--- src/logic/flash_prog_pkg.sv ---
`default_nettype none

package flash_prog_pkg;

   // ****************************************
   // clock and pin timing
   // ****************************************
   localparam int unsigned CLK_MHZ  = 50;
   localparam int unsigned WP_NS    = 90;
   localparam int unsigned WPH_NS   = 100;
   localparam int unsigned ACC_NS   = 150;
   localparam int unsigned OEHP_NS  = 150;
   localparam int unsigned BLC_US   = 150;
   localparam int unsigned WC_MS    = 10;
   // least times round up, longest times round down
   localparam int unsigned WP_CYC   = (WP_NS * CLK_MHZ + 999) / 1000;
   localparam int unsigned WPH_CYC  = (WPH_NS * CLK_MHZ + 999) / 1000;
   localparam int unsigned ACC_CYC  = (ACC_NS * CLK_MHZ + 999) / 1000;
   localparam int unsigned OEHP_CYC = (OEHP_NS * CLK_MHZ + 999) / 1000;
   localparam int unsigned BLC_CYC  = BLC_US * CLK_MHZ;
   localparam int unsigned WC_CYC   = WC_MS * 1000 * CLK_MHZ;

   // ****************************************
   // geometry
   // ****************************************
   localparam int unsigned SECTOR_BYTES = 128;
   localparam int unsigned SEQ_WORDS    = 3;

   // ****************************************
   // register offsets (byte addresses)
   // ****************************************
   localparam logic [9:0] OFS_CTRL     = 10'h000;
   localparam logic [9:0] OFS_STATUS   = 10'h004;
   localparam logic [9:0] OFS_SECTOR   = 10'h008;
   localparam logic [9:0] OFS_ADDR     = 10'h00c;
   localparam logic [9:0] OFS_RDATA    = 10'h010;
   localparam logic [9:0] OFS_KEY_ADDR = 10'h014;
   localparam logic [9:0] OFS_KEY_DATA = 10'h018;
   localparam logic [9:0] OFS_BUF      = 10'h200;

   // ****************************************
   // field positions
   // ****************************************
   localparam int unsigned CTRL_OP_LSB   = 0;
   localparam int unsigned CTRL_CODE_LSB = 8;
   localparam int unsigned KEY_ADDR2_LSB = 16;
   localparam int unsigned KEY_DATA2_LSB = 8;
   localparam int unsigned ST_BUSY_BIT   = 0;
   localparam int unsigned ST_DONE_BIT   = 1;
   localparam int unsigned ST_TOUT_BIT   = 2;
   localparam int unsigned ST_WERR_BIT   = 3;

   // ****************************************
   // reset values
   // ****************************************
   localparam logic [9:0]  SECTOR_RST   = 10'h000;
   localparam logic [16:0] ADDR_RST     = 17'h00000;
   localparam logic [14:0] KEY_ADDR_RST = 15'h0000;
   localparam logic [7:0]  KEY_DATA_RST = 8'h00;

   // ****************************************
   // operations
   // ****************************************
   localparam logic [3:0] OP_READ        = 4'h1;
   localparam logic [3:0] OP_READ_ID     = 4'h2;
   localparam logic [3:0] OP_SEQ         = 4'h3;
   localparam logic [3:0] OP_PROGRAM     = 4'h4;
   localparam logic [3:0] OP_SEQ_PROGRAM = 4'h5;

endpackage

`default_nettype wire

--- src/logic/flash_bus_cycle.sv ---
`timescale 1ns/1ps
`default_nettype none

module flash_bus_cycle (
   // clock and reset
   input  wire logic        i_clk,
   input  wire logic        i_rst,
   // cycle request
   input  wire logic        i_start,
   input  wire logic        i_write,
   input  wire logic [16:0] i_addr,
   input  wire logic [7:0]  i_wdata,
   output logic             o_done,
   output logic [7:0]       o_rdata,
   // flash pins
   output logic [16:0]      o_addr,
   output logic [7:0]       o_dq_out,
   output logic             o_dq_oe,
   input  wire logic [7:0]  i_dq_in,
   output logic             o_ce_n,
   output logic             o_oe_n,
   output logic             o_we_n
);

   typedef enum logic [2:0] {S_IDLE, S_WLOW, S_WHIGH, S_RLOW, S_RHIGH} cyc_state_t;

   cyc_state_t state_reg;
   logic [3:0] cnt_reg;
   wire        cnt_zero = (cnt_reg == 4'h0);

   // ****************************************
   // one write or read cycle on the pins
   // ****************************************
   // oe stays high through every write so the pins never fight
   always_ff @(posedge i_clk or posedge i_rst) begin
      if (i_rst) begin
         state_reg <= S_IDLE;
         cnt_reg   <= 4'h0;
         o_done    <= 1'b0;
         o_rdata   <= 8'h00;
         o_addr    <= 17'h00000;
         o_dq_out  <= 8'h00;
         o_dq_oe   <= 1'b0;
         o_ce_n    <= 1'b1;
         o_oe_n    <= 1'b1;
         o_we_n    <= 1'b1;
      end else begin
         o_done  <= 1'b0;
         cnt_reg <= cnt_reg - 4'h1;
         unique case (state_reg)
            S_IDLE: begin
               cnt_reg <= 4'h0;
               if (i_start) begin
                  o_addr <= i_addr;
                  o_ce_n <= 1'b0;
                  if (i_write) begin
                     o_dq_out  <= i_wdata;
                     o_dq_oe   <= 1'b1;
                     o_we_n    <= 1'b0;
                     cnt_reg   <= 4'(flash_prog_pkg::WP_CYC - 1);
                     state_reg <= S_WLOW;
                  end else begin
                     o_oe_n    <= 1'b0;
                     cnt_reg   <= 4'(flash_prog_pkg::ACC_CYC - 1);
                     state_reg <= S_RLOW;
                  end
               end
            end
            S_WLOW: begin
               if (cnt_zero) begin
                  // data latched on this rising edge; address held on
                  o_we_n    <= 1'b1;
                  o_ce_n    <= 1'b1;
                  cnt_reg   <= 4'(flash_prog_pkg::WPH_CYC - 1);
                  state_reg <= S_WHIGH;
               end
            end
            S_WHIGH: begin
               if (cnt_zero) begin
                  o_dq_oe   <= 1'b0;
                  o_done    <= 1'b1;
                  state_reg <= S_IDLE;
               end
            end
            S_RLOW: begin
               if (cnt_zero) begin
                  o_rdata   <= i_dq_in;
                  o_oe_n    <= 1'b1;
                  o_ce_n    <= 1'b1;
                  cnt_reg   <= 4'(flash_prog_pkg::OEHP_CYC - 1);
                  state_reg <= S_RHIGH;
               end
            end
            S_RHIGH: begin
               if (cnt_zero) begin
                  o_done    <= 1'b1;
                  state_reg <= S_IDLE;
               end
            end
         endcase
      end
   end

endmodule

`default_nettype wire

--- src/logic/sector_flash_host.sv ---
// Notes on behaviour
// - every byte load of a sector presents the same sector number on address bits 16..7.
// - each further byte load starts within 150 us of the one before it.
// - the protect-enable sequence is followed by a load of all 128 bytes of a sector.
// - status polling keeps one fixed address across all successive reads.
// - command words are bytes on data 7..0 and command addresses use bits 14..0 only.
`timescale 1ns/1ps
`default_nettype none

module sector_flash_host #(
   parameter int unsigned PROG_TIMEOUT_CYC = flash_prog_pkg::WC_CYC
) (
   // clock and reset
   input  wire logic        i_clk,
   input  wire logic        i_rst,
   // register port
   input  wire logic [9:0]  i_reg_addr,
   input  wire logic [31:0] i_reg_wdata,
   input  wire logic        i_reg_wr,
   input  wire logic        i_reg_rd,
   output logic [31:0]      o_reg_rdata,
   // flash pins
   output logic [16:0]      o_flash_addr,
   output logic [7:0]       o_flash_dq_out,
   output logic             o_flash_dq_oe,
   input  wire logic [7:0]  i_flash_dq_in,
   output logic             o_flash_ce_n,
   output logic             o_flash_oe_n,
   output logic             o_flash_we_n
);

   typedef enum logic [2:0] {
      ST_IDLE, ST_SEQ, ST_LOAD, ST_POLL1, ST_POLL2, ST_READ
   } host_state_t;

   // ****************************************
   // state
   // ****************************************
   host_state_t state_reg;
   logic [6:0]  idx_reg;
   logic        pend_reg;
   logic [3:0]  op_reg;
   logic [7:0]  code_reg;
   logic [9:0]  sector_reg;
   logic [16:0] addr_reg;
   logic [14:0] key_addr1_reg;
   logic [14:0] key_addr2_reg;
   logic [7:0]  key_data1_reg;
   logic [7:0]  key_data2_reg;
   logic [7:0]  rdata_reg;
   logic        done_reg;
   logic        timeout_reg;
   logic        werr_reg;
   logic        last_bit7_reg;
   logic        prev_bit6_reg;
   logic [31:0] prog_cnt_reg;
   logic [15:0] gap_cnt_reg;
   logic [7:0]  buf_reg [flash_prog_pkg::SECTOR_BYTES];

   // ****************************************
   // register decode
   // ****************************************
   wire       is_buf   = (i_reg_addr[9] == flash_prog_pkg::OFS_BUF[9]);
   wire [6:0] buf_idx  = i_reg_addr[8:2];
   wire       wr_ctrl  = i_reg_wr && (i_reg_addr == flash_prog_pkg::OFS_CTRL);
   wire [3:0] new_op   = i_reg_wdata[flash_prog_pkg::CTRL_OP_LSB +: 4];
   wire       op_legal = (new_op >= flash_prog_pkg::OP_READ)
                         && (new_op <= flash_prog_pkg::OP_SEQ_PROGRAM);
   wire       launch   = wr_ctrl && (state_reg == ST_IDLE) && op_legal;
   wire       busy     = (state_reg != ST_IDLE);

   wire [31:0] status_word = {28'h0000000, werr_reg, timeout_reg, done_reg, busy};
   wire [31:0] rd_mux =
      is_buf                                    ? {24'h000000, buf_reg[buf_idx]} :
      (i_reg_addr == flash_prog_pkg::OFS_CTRL)  ? {16'h0000, code_reg, 4'h0, op_reg} :
      (i_reg_addr == flash_prog_pkg::OFS_STATUS) ? status_word :
      (i_reg_addr == flash_prog_pkg::OFS_SECTOR) ? {22'h000000, sector_reg} :
      (i_reg_addr == flash_prog_pkg::OFS_ADDR)  ? {15'h0000, addr_reg} :
      (i_reg_addr == flash_prog_pkg::OFS_RDATA) ? {24'h000000, rdata_reg} :
      (i_reg_addr == flash_prog_pkg::OFS_KEY_ADDR) ?
         {1'b0, key_addr2_reg, 1'b0, key_addr1_reg} :
      (i_reg_addr == flash_prog_pkg::OFS_KEY_DATA) ?
         {16'h0000, key_data2_reg, key_data1_reg} :
      32'h00000000;

   // ****************************************
   // bus cycle request
   // ****************************************
   wire       bus_done;
   wire [7:0] bus_rdata;
   wire       need_bus  = busy;
   wire       bus_start = need_bus && !pend_reg && !bus_done;
   wire       bus_write = (state_reg == ST_SEQ) || (state_reg == ST_LOAD);
   wire       seq_last  = (idx_reg == 7'(flash_prog_pkg::SEQ_WORDS - 1));
   wire       load_last = (idx_reg == 7'(flash_prog_pkg::SECTOR_BYTES - 1));

   // command words carry only address bits 14..0
   wire [14:0] seq_addr  = (idx_reg == 7'd1) ? key_addr2_reg : key_addr1_reg;
   wire [7:0]  seq_data  = (idx_reg == 7'd0) ? key_data1_reg :
                           (idx_reg == 7'd1) ? key_data2_reg : code_reg;
   // identification reads hold bits 16..1 low, bit 0 picks the code
   wire [16:0] read_addr = (op_reg == flash_prog_pkg::OP_READ_ID) ?
                           {16'h0000, addr_reg[0]} : addr_reg;
   // one fixed poll location for the whole wait
   // last loaded byte, so line 7 is held against that byte's own bit 7
   wire [16:0] poll_addr = {sector_reg, 7'(flash_prog_pkg::SECTOR_BYTES - 1)};

   wire [16:0] bus_addr =
      (state_reg == ST_SEQ)  ? {2'b00, seq_addr} :
      (state_reg == ST_LOAD) ? {sector_reg, idx_reg} :
      (state_reg == ST_READ) ? read_addr : poll_addr;
   wire [7:0]  bus_wdata = (state_reg == ST_SEQ) ? seq_data : buf_reg[idx_reg];

   // finished when line 6 stops flipping and line 7 shows true data
   wire poll_stable  = (bus_rdata[6] == prev_bit6_reg)
                       && (bus_rdata[7] == last_bit7_reg);
   wire prog_expired = (prog_cnt_reg >= 32'(PROG_TIMEOUT_CYC));

   // ****************************************
   // software registers
   // ****************************************
   always_ff @(posedge i_clk or posedge i_rst) begin
      if (i_rst) begin
         op_reg        <= 4'h0;
         code_reg      <= 8'h00;
         sector_reg    <= flash_prog_pkg::SECTOR_RST;
         addr_reg      <= flash_prog_pkg::ADDR_RST;
         key_addr1_reg <= flash_prog_pkg::KEY_ADDR_RST;
         key_addr2_reg <= flash_prog_pkg::KEY_ADDR_RST;
         key_data1_reg <= flash_prog_pkg::KEY_DATA_RST;
         key_data2_reg <= flash_prog_pkg::KEY_DATA_RST;
      end else if (i_reg_wr && !busy) begin
         // settings are frozen while an operation runs
         if (launch) begin
            op_reg   <= new_op;
            code_reg <= i_reg_wdata[flash_prog_pkg::CTRL_CODE_LSB +: 8];
         end
         if (i_reg_addr == flash_prog_pkg::OFS_SECTOR) begin
            sector_reg <= i_reg_wdata[9:0];
         end
         if (i_reg_addr == flash_prog_pkg::OFS_ADDR) begin
            addr_reg <= i_reg_wdata[16:0];
         end
         if (i_reg_addr == flash_prog_pkg::OFS_KEY_ADDR) begin
            key_addr1_reg <= i_reg_wdata[14:0];
            key_addr2_reg <= i_reg_wdata[flash_prog_pkg::KEY_ADDR2_LSB +: 15];
         end
         if (i_reg_addr == flash_prog_pkg::OFS_KEY_DATA) begin
            key_data1_reg <= i_reg_wdata[7:0];
            key_data2_reg <= i_reg_wdata[flash_prog_pkg::KEY_DATA2_LSB +: 8];
         end
      end
   end

   // ****************************************
   // sector buffer
   // ****************************************
   genvar g;
   generate
      for (g = 0; g < flash_prog_pkg::SECTOR_BYTES; g++) begin : g_buf
         always_ff @(posedge i_clk or posedge i_rst) begin
            if (i_rst) begin
               buf_reg[g] <= 8'h00;
            end else if (i_reg_wr && !busy && is_buf && (buf_idx == 7'(g))) begin
               buf_reg[g] <= i_reg_wdata[7:0];
            end
         end
      end
   endgenerate

   always_ff @(posedge i_clk or posedge i_rst) begin
      if (i_rst) begin
         o_reg_rdata <= 32'h00000000;
      end else begin
         o_reg_rdata <= i_reg_rd ? rd_mux : 32'h00000000;
      end
   end

   // ****************************************
   // operation sequencer
   // ****************************************
   always_ff @(posedge i_clk or posedge i_rst) begin
      if (i_rst) begin
         pend_reg <= 1'b0;
      end else if (bus_start) begin
         pend_reg <= 1'b1;
      end else if (bus_done) begin
         pend_reg <= 1'b0;
      end
   end

   always_ff @(posedge i_clk or posedge i_rst) begin
      if (i_rst) begin
         state_reg     <= ST_IDLE;
         idx_reg       <= 7'h00;
         rdata_reg     <= 8'h00;
         last_bit7_reg <= 1'b0;
         prev_bit6_reg <= 1'b0;
      end else begin
         unique case (state_reg)
            ST_IDLE: begin
               idx_reg <= 7'h00;
               if (launch) begin
                  if ((new_op == flash_prog_pkg::OP_READ)
                      || (new_op == flash_prog_pkg::OP_READ_ID)) begin
                     state_reg <= ST_READ;
                  end else if (new_op == flash_prog_pkg::OP_PROGRAM) begin
                     state_reg <= ST_LOAD;
                  end else begin
                     state_reg <= ST_SEQ;
                  end
               end
            end
            ST_SEQ: begin
               if (bus_done) begin
                  idx_reg <= seq_last ? 7'h00 : idx_reg + 7'h01;
                  if (seq_last) begin
                     // protect on/off needs a full sector load after it
                     state_reg <= (op_reg == flash_prog_pkg::OP_SEQ_PROGRAM) ?
                                  ST_LOAD : ST_IDLE;
                  end
               end
            end
            ST_LOAD: begin
               if (bus_done) begin
                  last_bit7_reg <= bus_wdata[7];
                  idx_reg       <= idx_reg + 7'h01;
                  // all 128 bytes go in so none is left undefined
                  if (load_last) begin
                     // loads stop here; the device then programs by itself
                     state_reg <= ST_POLL1;
                  end
               end
            end
            ST_POLL1: begin
               if (bus_done) begin
                  prev_bit6_reg <= bus_rdata[6];
                  state_reg     <= ST_POLL2;
               end
            end
            ST_POLL2: begin
               if (bus_done) begin
                  prev_bit6_reg <= bus_rdata[6];
                  // protection changes only take hold once this wait ends
                  if (poll_stable || prog_expired) begin
                     rdata_reg <= bus_rdata;
                     state_reg <= ST_IDLE;
                  end
               end
            end
            ST_READ: begin
               if (bus_done) begin
                  rdata_reg <= bus_rdata;
                  state_reg <= ST_IDLE;
               end
            end
         endcase
      end
   end

   // ****************************************
   // status flags and timers
   // ****************************************
   // flags set at the end of an operation and clear on the next launch;
   // launch only happens while idle, so the two never collide
   wire finish = busy && bus_done && (state_reg != ST_LOAD)
                 && ((state_reg == ST_READ)
                     || ((state_reg == ST_SEQ) && seq_last
                         && (op_reg != flash_prog_pkg::OP_SEQ_PROGRAM))
                     || ((state_reg == ST_POLL2) && (poll_stable || prog_expired)));

   always_ff @(posedge i_clk or posedge i_rst) begin
      if (i_rst) begin
         done_reg    <= 1'b0;
         timeout_reg <= 1'b0;
      end else if (finish) begin
         done_reg    <= 1'b1;
         timeout_reg <= !poll_stable && prog_expired && (state_reg == ST_POLL2);
      end else if (launch) begin
         done_reg    <= 1'b0;
         timeout_reg <= 1'b0;
      end
   end

   always_ff @(posedge i_clk or posedge i_rst) begin
      if (i_rst) begin
         prog_cnt_reg <= 32'h00000000;
      end else if ((state_reg == ST_POLL1) || (state_reg == ST_POLL2)) begin
         prog_cnt_reg <= prog_expired ? prog_cnt_reg : prog_cnt_reg + 32'h00000001;
      end else begin
         prog_cnt_reg <= 32'h00000000;
      end
   end

   // gap between load starts must stay inside the load window
   always_ff @(posedge i_clk or posedge i_rst) begin
      if (i_rst) begin
         gap_cnt_reg <= 16'h0000;
         werr_reg    <= 1'b0;
      end else if (launch) begin
         gap_cnt_reg <= 16'h0000;
         werr_reg    <= 1'b0;
      end else if (state_reg == ST_LOAD) begin
         gap_cnt_reg <= bus_start ? 16'h0000 : gap_cnt_reg + 16'h0001;
         if (bus_start && (gap_cnt_reg >= 16'(flash_prog_pkg::BLC_CYC))) begin
            werr_reg <= 1'b1;
         end
      end else begin
         gap_cnt_reg <= 16'h0000;
      end
   end

   // ****************************************
   // pin cycle engine
   // ****************************************
   flash_bus_cycle u_cycle (
      .i_clk    (i_clk),
      .i_rst    (i_rst),
      .i_start  (bus_start),
      .i_write  (bus_write),
      .i_addr   (bus_addr),
      .i_wdata  (bus_wdata),
      .o_done   (bus_done),
      .o_rdata  (bus_rdata),
      .o_addr   (o_flash_addr),
      .o_dq_out (o_flash_dq_out),
      .o_dq_oe  (o_flash_dq_oe),
      .i_dq_in  (i_flash_dq_in),
      .o_ce_n   (o_flash_ce_n),
      .o_oe_n   (o_flash_oe_n),
      .o_we_n   (o_flash_we_n)
   );

endmodule

`default_nettype wire

--- config.mk ---
export PLATFORM = sky130hd
export DESIGN_NAME = sector_flash_host
export DESIGN_NICKNAME = d
export VERILOG_FILES = /design/src/logic/flash_prog_pkg.sv /design/src/logic/flash_bus_cycle.sv /design/src/logic/sector_flash_host.sv
export SDC_FILE = /design/constraint.sdc
export NUM_CORES = 2
export LEC_CHECK = 0
export ABC_AREA = 1
export BUFFER_PORTS_ARGS = -buffer_cell sky130_fd_sc_hd__buf_2
export CORE_UTILIZATION = 50
export DETAILED_ROUTE_END_ITERATION = 10
export GPL_ROUTABILITY_DRIVEN = 1
export MAX_ROUTING_LAYER = met4
export PLACE_DENSITY = 0.66
export SLEW_MARGIN = 20
export SYNTH_ARGS = -nofsm -noshare
export SYNTH_HDL_FRONTEND = slang
export SYNTH_SLANG_ARGS = --single-unit
--- constraint.sdc ---
create_clock -name i_clk -period 52 [get_ports i_clk]
set_input_delay 10.4 -clock i_clk [delete_from_list [all_inputs] [get_ports i_clk]]
set_output_delay 10.4 -clock i_clk [all_outputs]
set_load 0.01 [all_outputs]
* Word-level counts from Yosys, hierarchy flattened *
Cells that the tools add are included.

storage, ports and cells
  register bits = 1257
  bits of input ports = 54
  logic and storage cells = 620
  output and inout bits = 61

cells by class
  $add $sub $neg = 4
  bitwise logic cells = 2
  $lt $le $gt $ge = 6
  mux-type cells = 83
  eq/ne operators = 172
  reductions and logical operators = 195

operator list
  cell                   count
  $eq 7x7->1 const B     65
  $mux 31                8
  $eq 7x6->1 const B     32
  $logic_and 1x1->1      146
  $bmux 8 s7             2
  $eq 7x5->1 const B     16
  $mux 8                 10
  $mux 17                4
  $mux 16                4
  $mux 32                2
  $eq 7x4->1 const B     8
  $mux 3                 14
  $add 32x1->32 const B  1
  $ge 32x19->1 const B   1
  $eq 10x5->1 const B    3
  $eq 7x3->1 const B     4
  $eq 7x2->1 const B     3
  $mux 7                 3
  $pmux 7 s3             1
  $eq 10x4->1 const B    2
  $ne 2x1->1 const B     10
  $reduce_and 2->1       10
  $reduce_and 4->1       5
  $mux 1                 19
  other kinds (39)       89

* Longest topological paths before layout *
  depth after elaboration = 10
  gate-level depth with buffers = 18
  mapped depth without buffers = 15

* By module *
A second synthesis with hierarchy kept.

second synthesis, totals
  cell total of the unflattened synthesis = 8705
  area, all modules = 65172.5 µm²

modules (own cells, without submodules)
  module             cells an instance  times used  seq. area each (µm²)  area an instance (µm²)
  sector_flash_host  8466               1           30329.1               63200.6
  flash_bus_cycle    239                1           1129.8                1971.9

* Least setup slack after synthesis *
No wires, ideal clock.

  path kind = input to register
  start point = in i_reg_addr[2]
  end point = reg o_reg_rdata[17]
  slack = 40038 ps
  library setup time = 120 ps
  required time = 51880 ps
  path buffers = 3
  arrival time = 11842 ps
  stages = 11
  cell sequence = buf_2 inv_2 nand2_1 buf_4 nor2_2 nand2_1 nand2_1 nor2_1 nand2_1 buf_2 nor2_1

on the way
  longest elaborated chain between the ends = 9
  elaborated cells on any way between the ends = 14
  classes of those cells = 5 x eq/ne; 8 x mux; 1 x reduce/logical

ends and longest elaborated chain
  what                    RTL line                  source
  start: declaration      sector_flash_host.sv:17   input wire logic [9:0] i_reg_addr,
  $eq 10x5->1             sector_flash_host.sv:80   (i_reg_addr == flash_prog_pkg::OFS_KEY_ADDR) ?
  $mux 31                 sector_flash_host.sv:80
  $mux 31                 sector_flash_host.sv:79   (i_reg_addr == flash_prog_pkg::OFS_RDATA) ? {24'h000000, rdata_reg} :
  $mux 31                 sector_flash_host.sv:78   (i_reg_addr == flash_prog_pkg::OFS_ADDR) ? {15'h0000, addr_reg} :
  $mux 31                 sector_flash_host.sv:77   (i_reg_addr == flash_prog_pkg::OFS_SECTOR) ? {22'h000000, sector_reg} :
  $mux 31                 sector_flash_host.sv:76   (i_reg_addr == flash_prog_pkg::OFS_STATUS) ? status_word :
  $mux 31 *               sector_flash_host.sv:75   (i_reg_addr == flash_prog_pkg::OFS_CTRL) ? {16'h0000, code_reg, 4'h0, op_reg} :
  $mux 31 *               sector_flash_host.sv:74   is_buf ? {24'h000000, buf_reg[buf_idx]} :
  $mux 31 *               sector_flash_host.sv:175  o_reg_rdata <= i_reg_rd ? rd_mux : 32'h00000000;
  end signal: assignment  sector_flash_host.sv:175
  end: declaration        sector_flash_host.sv:21   output logic [31:0] o_reg_rdata,

Every way passes the cells marked *; elsewhere a longest branch is shown, timed or not.
A chain may end at the register's enable or synchronous reset.

* Worst setup path in the final report *
  start point = in i_reg_addr[2]
  end point = reg o_reg_rdata[2]

on the way
  longest elaborated chain between the ends = 10
  elaborated cells on any way between the ends = 20
  classes of those cells = 6 x eq/ne; 12 x mux; 1 x bitwise; 1 x reduce/logical

ends and longest elaborated chain
  what         RTL line                  source
  $eq 10x5->1  sector_flash_host.sv:82   (i_reg_addr == flash_prog_pkg::OFS_KEY_DATA) ?
  $mux 16      sector_flash_host.sv:82
  $mux 31      sector_flash_host.sv:80
  $mux 31      sector_flash_host.sv:79
  $mux 31      sector_flash_host.sv:78
  $mux 31      sector_flash_host.sv:77
  $mux 31      sector_flash_host.sv:76
  $mux 31      sector_flash_host.sv:75
  $mux 31 *    sector_flash_host.sv:74
  $mux 31 *    sector_flash_host.sv:175

Every way passes the cells marked *; elsewhere a longest branch is shown, timed or not. The select of a mux whose other input is x is not followed.

==> results.sh <==
export IMPL_drc_errors=0
export IMPL_whs_endpoint="u_cycle.o_addr[15]"
export IMPL_r2r_slack_ns=46.89
export IMPL_syn_avg_cell_area_um2=7.164
export IMPL_grt_max_degree=182
export IMPL_drv_slew=0
export IMPL_clk_pin_slew_worst_paths_ns=0.06
export IMPL_start_kind="input port"
export IMPL_dp_cells=10602
export IMPL_synth_edff_count=0
export IMPL_reg2reg_from="idx_reg[0]"
export IMPL_grt_first_pass_wirelength_um=374600
export IMPL_dieHeight_um=366.6
export IMPL_clock_path_buffers=3
export IMPL_rr_worst_depth=16
export IMPL_synthesis_nets=9341
export IMPL_fmaxAchievable_mhz=69.66
export IMPL_clock_latency_ns=0.79
export IMPL_synthCells=9278
export IMPL_core_area_um2=131600
export IMPL_cts_tree="yes"
export IMPL_fin_crit_sh=0.2761
export IMPL_vias=64937
export IMPL_cts_num_sinks=1257
export IMPL_r2r_end="u_cycle.o_dq_out[6]"
export IMPL_skew_ns=0.02646
export IMPL_drive_above_1_share=0.06106
export IMPL_cts_made_buffers=144
export IMPL_startpoint="i_reg_addr[2]"
export IMPL_fill_cells=12545
export IMPL_die_w_um=366.6
export IMPL_setup_tns_ns=0
export IMPL_initial_core_util=0.5050
export IMPL_antenna_found_initial=11
export IMPL_grt_total_usage=0.3746
export IMPL_syn_area_um2=66470
export IMPL_dpl_hpwl_um=149100
export IMPL_grt_setup_unrepaired="no"
export IMPL_post_cts_setup_buffers=0
export IMPL_cp_required_ns=52.69
export IMPL_hold_viol_final=0
export IMPL_holdPathStages=2
export IMPL_min_from="u_cycle.o_addr[15]"
export IMPL_hold_path_class="flop to flop"
export IMPL_setup_viol=0
export IMPL_grt_pass1_vias=59692
export IMPL_cts_max_level=4
export IMPL_leakage_nw=34.07
export IMPL_layout_cells_non_filler=10874
export IMPL_root_buffer="clkbuf_16"
export IMPL_drt_pass1_iterations=8
export IMPL_total_power_mw=2.825
export IMPL_grt_ovfl_total=0
export IMPL_crit_type="input port to flop"
export IMPL_io_buffers=112
export IMPL_cts_hold_buf=0
export IMPL_drv_cap=0
export IMPL_finalCriticalPeriod_ns=14.36
export IMPL_async_flop_share=1.000
export IMPL_largest_reg_flops=1024
export IMPL_num_rows=133
export IMPL_ys_warn_count=0
export IMPL_fin_nets=9056
export IMPL_dieArea_um2=134400
export IMPL_p_per_area_nw_per_um2=39.07
export IMPL_drtIter0Drc=8666
export IMPL_drt_wirelength_per_cell_um=22.73
export IMPL_synth_seq_area_share=0.4733
export IMPL_path_max_fanout=47
export IMPL_relSlewSlack=0.2040
export IMPL_synth_ff_type="dfrtp_1"
export IMPL_syn2layout_area_growth_pct=8.796
export IMPL_routed_wl_um=247200
export IMPL_vdd_drop_max_mv=0.02962
export IMPL_outcome="completed"
export IMPL_synthDistinctLibCells=51
export IMPL_arrival_ns=15.04
export IMPL_final_antenna_net_count=0
export IMPL_place_gp_congestion=1.006
export IMPL_cts_resized_gates=0
export IMPL_critPathCaptureType="flop"
export IMPL_ys_ff_latch=1257
export IMPL_viasPerCell=5.972
export IMPL_io_pins=115
export IMPL_worstMarginPinSlew_ns=1.194
==> layout make-up <==
cell class | instances | area (um^2) | area share
clock inverters | 33 | 400.4 | 0.005537
well taps | 1755 | 2196 | 0.03036
clock buffers | 226 | 4399 | 0.06083
flip-flops and latches | 1257 | 31470 | 0.4351
multi-input cells | 6833 | 30360 | 0.4199
diodes | 13 | 32.53 | 0.0004499
repair buffers | 209 | 1355 | 0.01874
inverters | 548 | 2103 | 0.02908
==> layout by cell type, fill, tap and decap left out, types with 18 or more instances in the layout <==
cell | Yosys | layout
a21oi_1 | 446 | 446
buf_2 | 167 | 112
buf_4 | 19 | 91
clkbuf_1 | 422 | 40
clkbuf_16 | 0 | 150
clkbuf_8 | 0 | 36
clkinv_2 | 0 | 18
dfrtp_1 | 1254 | 1252
inv_1 | 523 | 512
inv_2 | 18 | 18
nand2_1 | 2754 | 2752
nand2_2 | 39 | 37
nand3_1 | 227 | 227
nand4_1 | 33 | 33
nor2_1 | 1215 | 1207
nor2_4 | 9 | 19
nor3_1 | 26 | 26
o211ai_1 | 81 | 81
o21ai_0 | 1416 | 1415
o21ai_1 | 276 | 277
o22ai_1 | 194 | 194
==> through the flow <==
| step | cell area, um^2 | utilization | setup WS, ns | hold WS, ns |
|---|---|---|---|---|
| after floorplan | 66470 | - | 6.182 | 0.4367 |
| after global placement | 67470 | 0.5126 | 37.02 | 0.4637 |
| after detailed placement | 67470 | 0.5126 | 37.04 | 0.4654 |
| after CTS | 72270 | 0.5491 | 37.84 | 0.4814 |
| after global routing | 72310 | 0.5493 | 37.70 | 0.4910 |
| final | 72320 | 0.5494 | 37.64 | 0.4805 |
==> critical path: stages <==
cell and delay (ns):
buf_2 0.42, inv_2 0.22, nand2_4 0.50, buf_4 0.71, buf_4 0.80, o22ai_1 0.14
o21bai_1 0.24, nand2_1 0.09, o21ai_0 0.54, nand3_1 0.34, nand3_1 0.27, nand2_1 0.07
nor2_1 0.21
==> report_power, final <==
| part | total, mW | switching (mW) | internal [mW] |
|---|---|---|---|
| registers | 1.11 | 0.0561 | 1.05 |
| logic | 0.675 | 0.495 | 0.180 |
| clock network | 1.04 | 0.426 | 0.619 |
| total | 2.83 | 0.977 | 1.85 |
==> cells by family after synthesis <==
kind of cell / after synthesis / synth area share
and+or+nand+nor: 4349 / 0.2576
adders and majority gates: 9 / 0.001694
other: 1 / 0.00005642
AOI/OAI and AO/OA: 2462 / 0.1941
xor gates and xnor gates: 12 / 0.001581
buffers and inverters: 1188 / 0.07174
DFF: 1257 / 0.4733
==> synth_stat cells (all sizes together), types with 32 or more instances <==
cell / instances / share of area
buf: 218 / 0.017
nor3: 32 / 0.0032
o21ai: 1692 / 0.13
dfrtp: 1254 / 0.47
inv: 542 / 0.031
a21oi: 446 / 0.034
nor2: 1239 / 0.072
nand2: 2802 / 0.16
clkbuf: 422 / 0.024
nand4: 33 / 0.0031
nand3: 228 / 0.017
o211ai: 81 / 0.0091
o22ai: 194 / 0.018
==> routing by layer <==
metal	track usage	vias up	routed length [um]
met5	-	-	0
met4	0.1826	0	13770
met3	0.08716	804	29640
met2	0.5312	3888	104100
met1	0.5036	30668	99710
li1	-	29577	-
==> worst max-delay path by stage <==
stage | to | cells after the start | slack [ns]
CTS | o_reg_rdata[3] | 17 | 37.84
floorplan | addr_reg[0] | 1 | 6.18
detailed placement | o_reg_rdata[3] | 17 | 37.04
global placement | o_reg_rdata[3] | 17 | 37.02
finish | o_reg_rdata[2] | 13 | 37.64
global route | buf_reg[579] | 6 | 37.70
No activity file was read; power rests on OpenSTA's default activity.
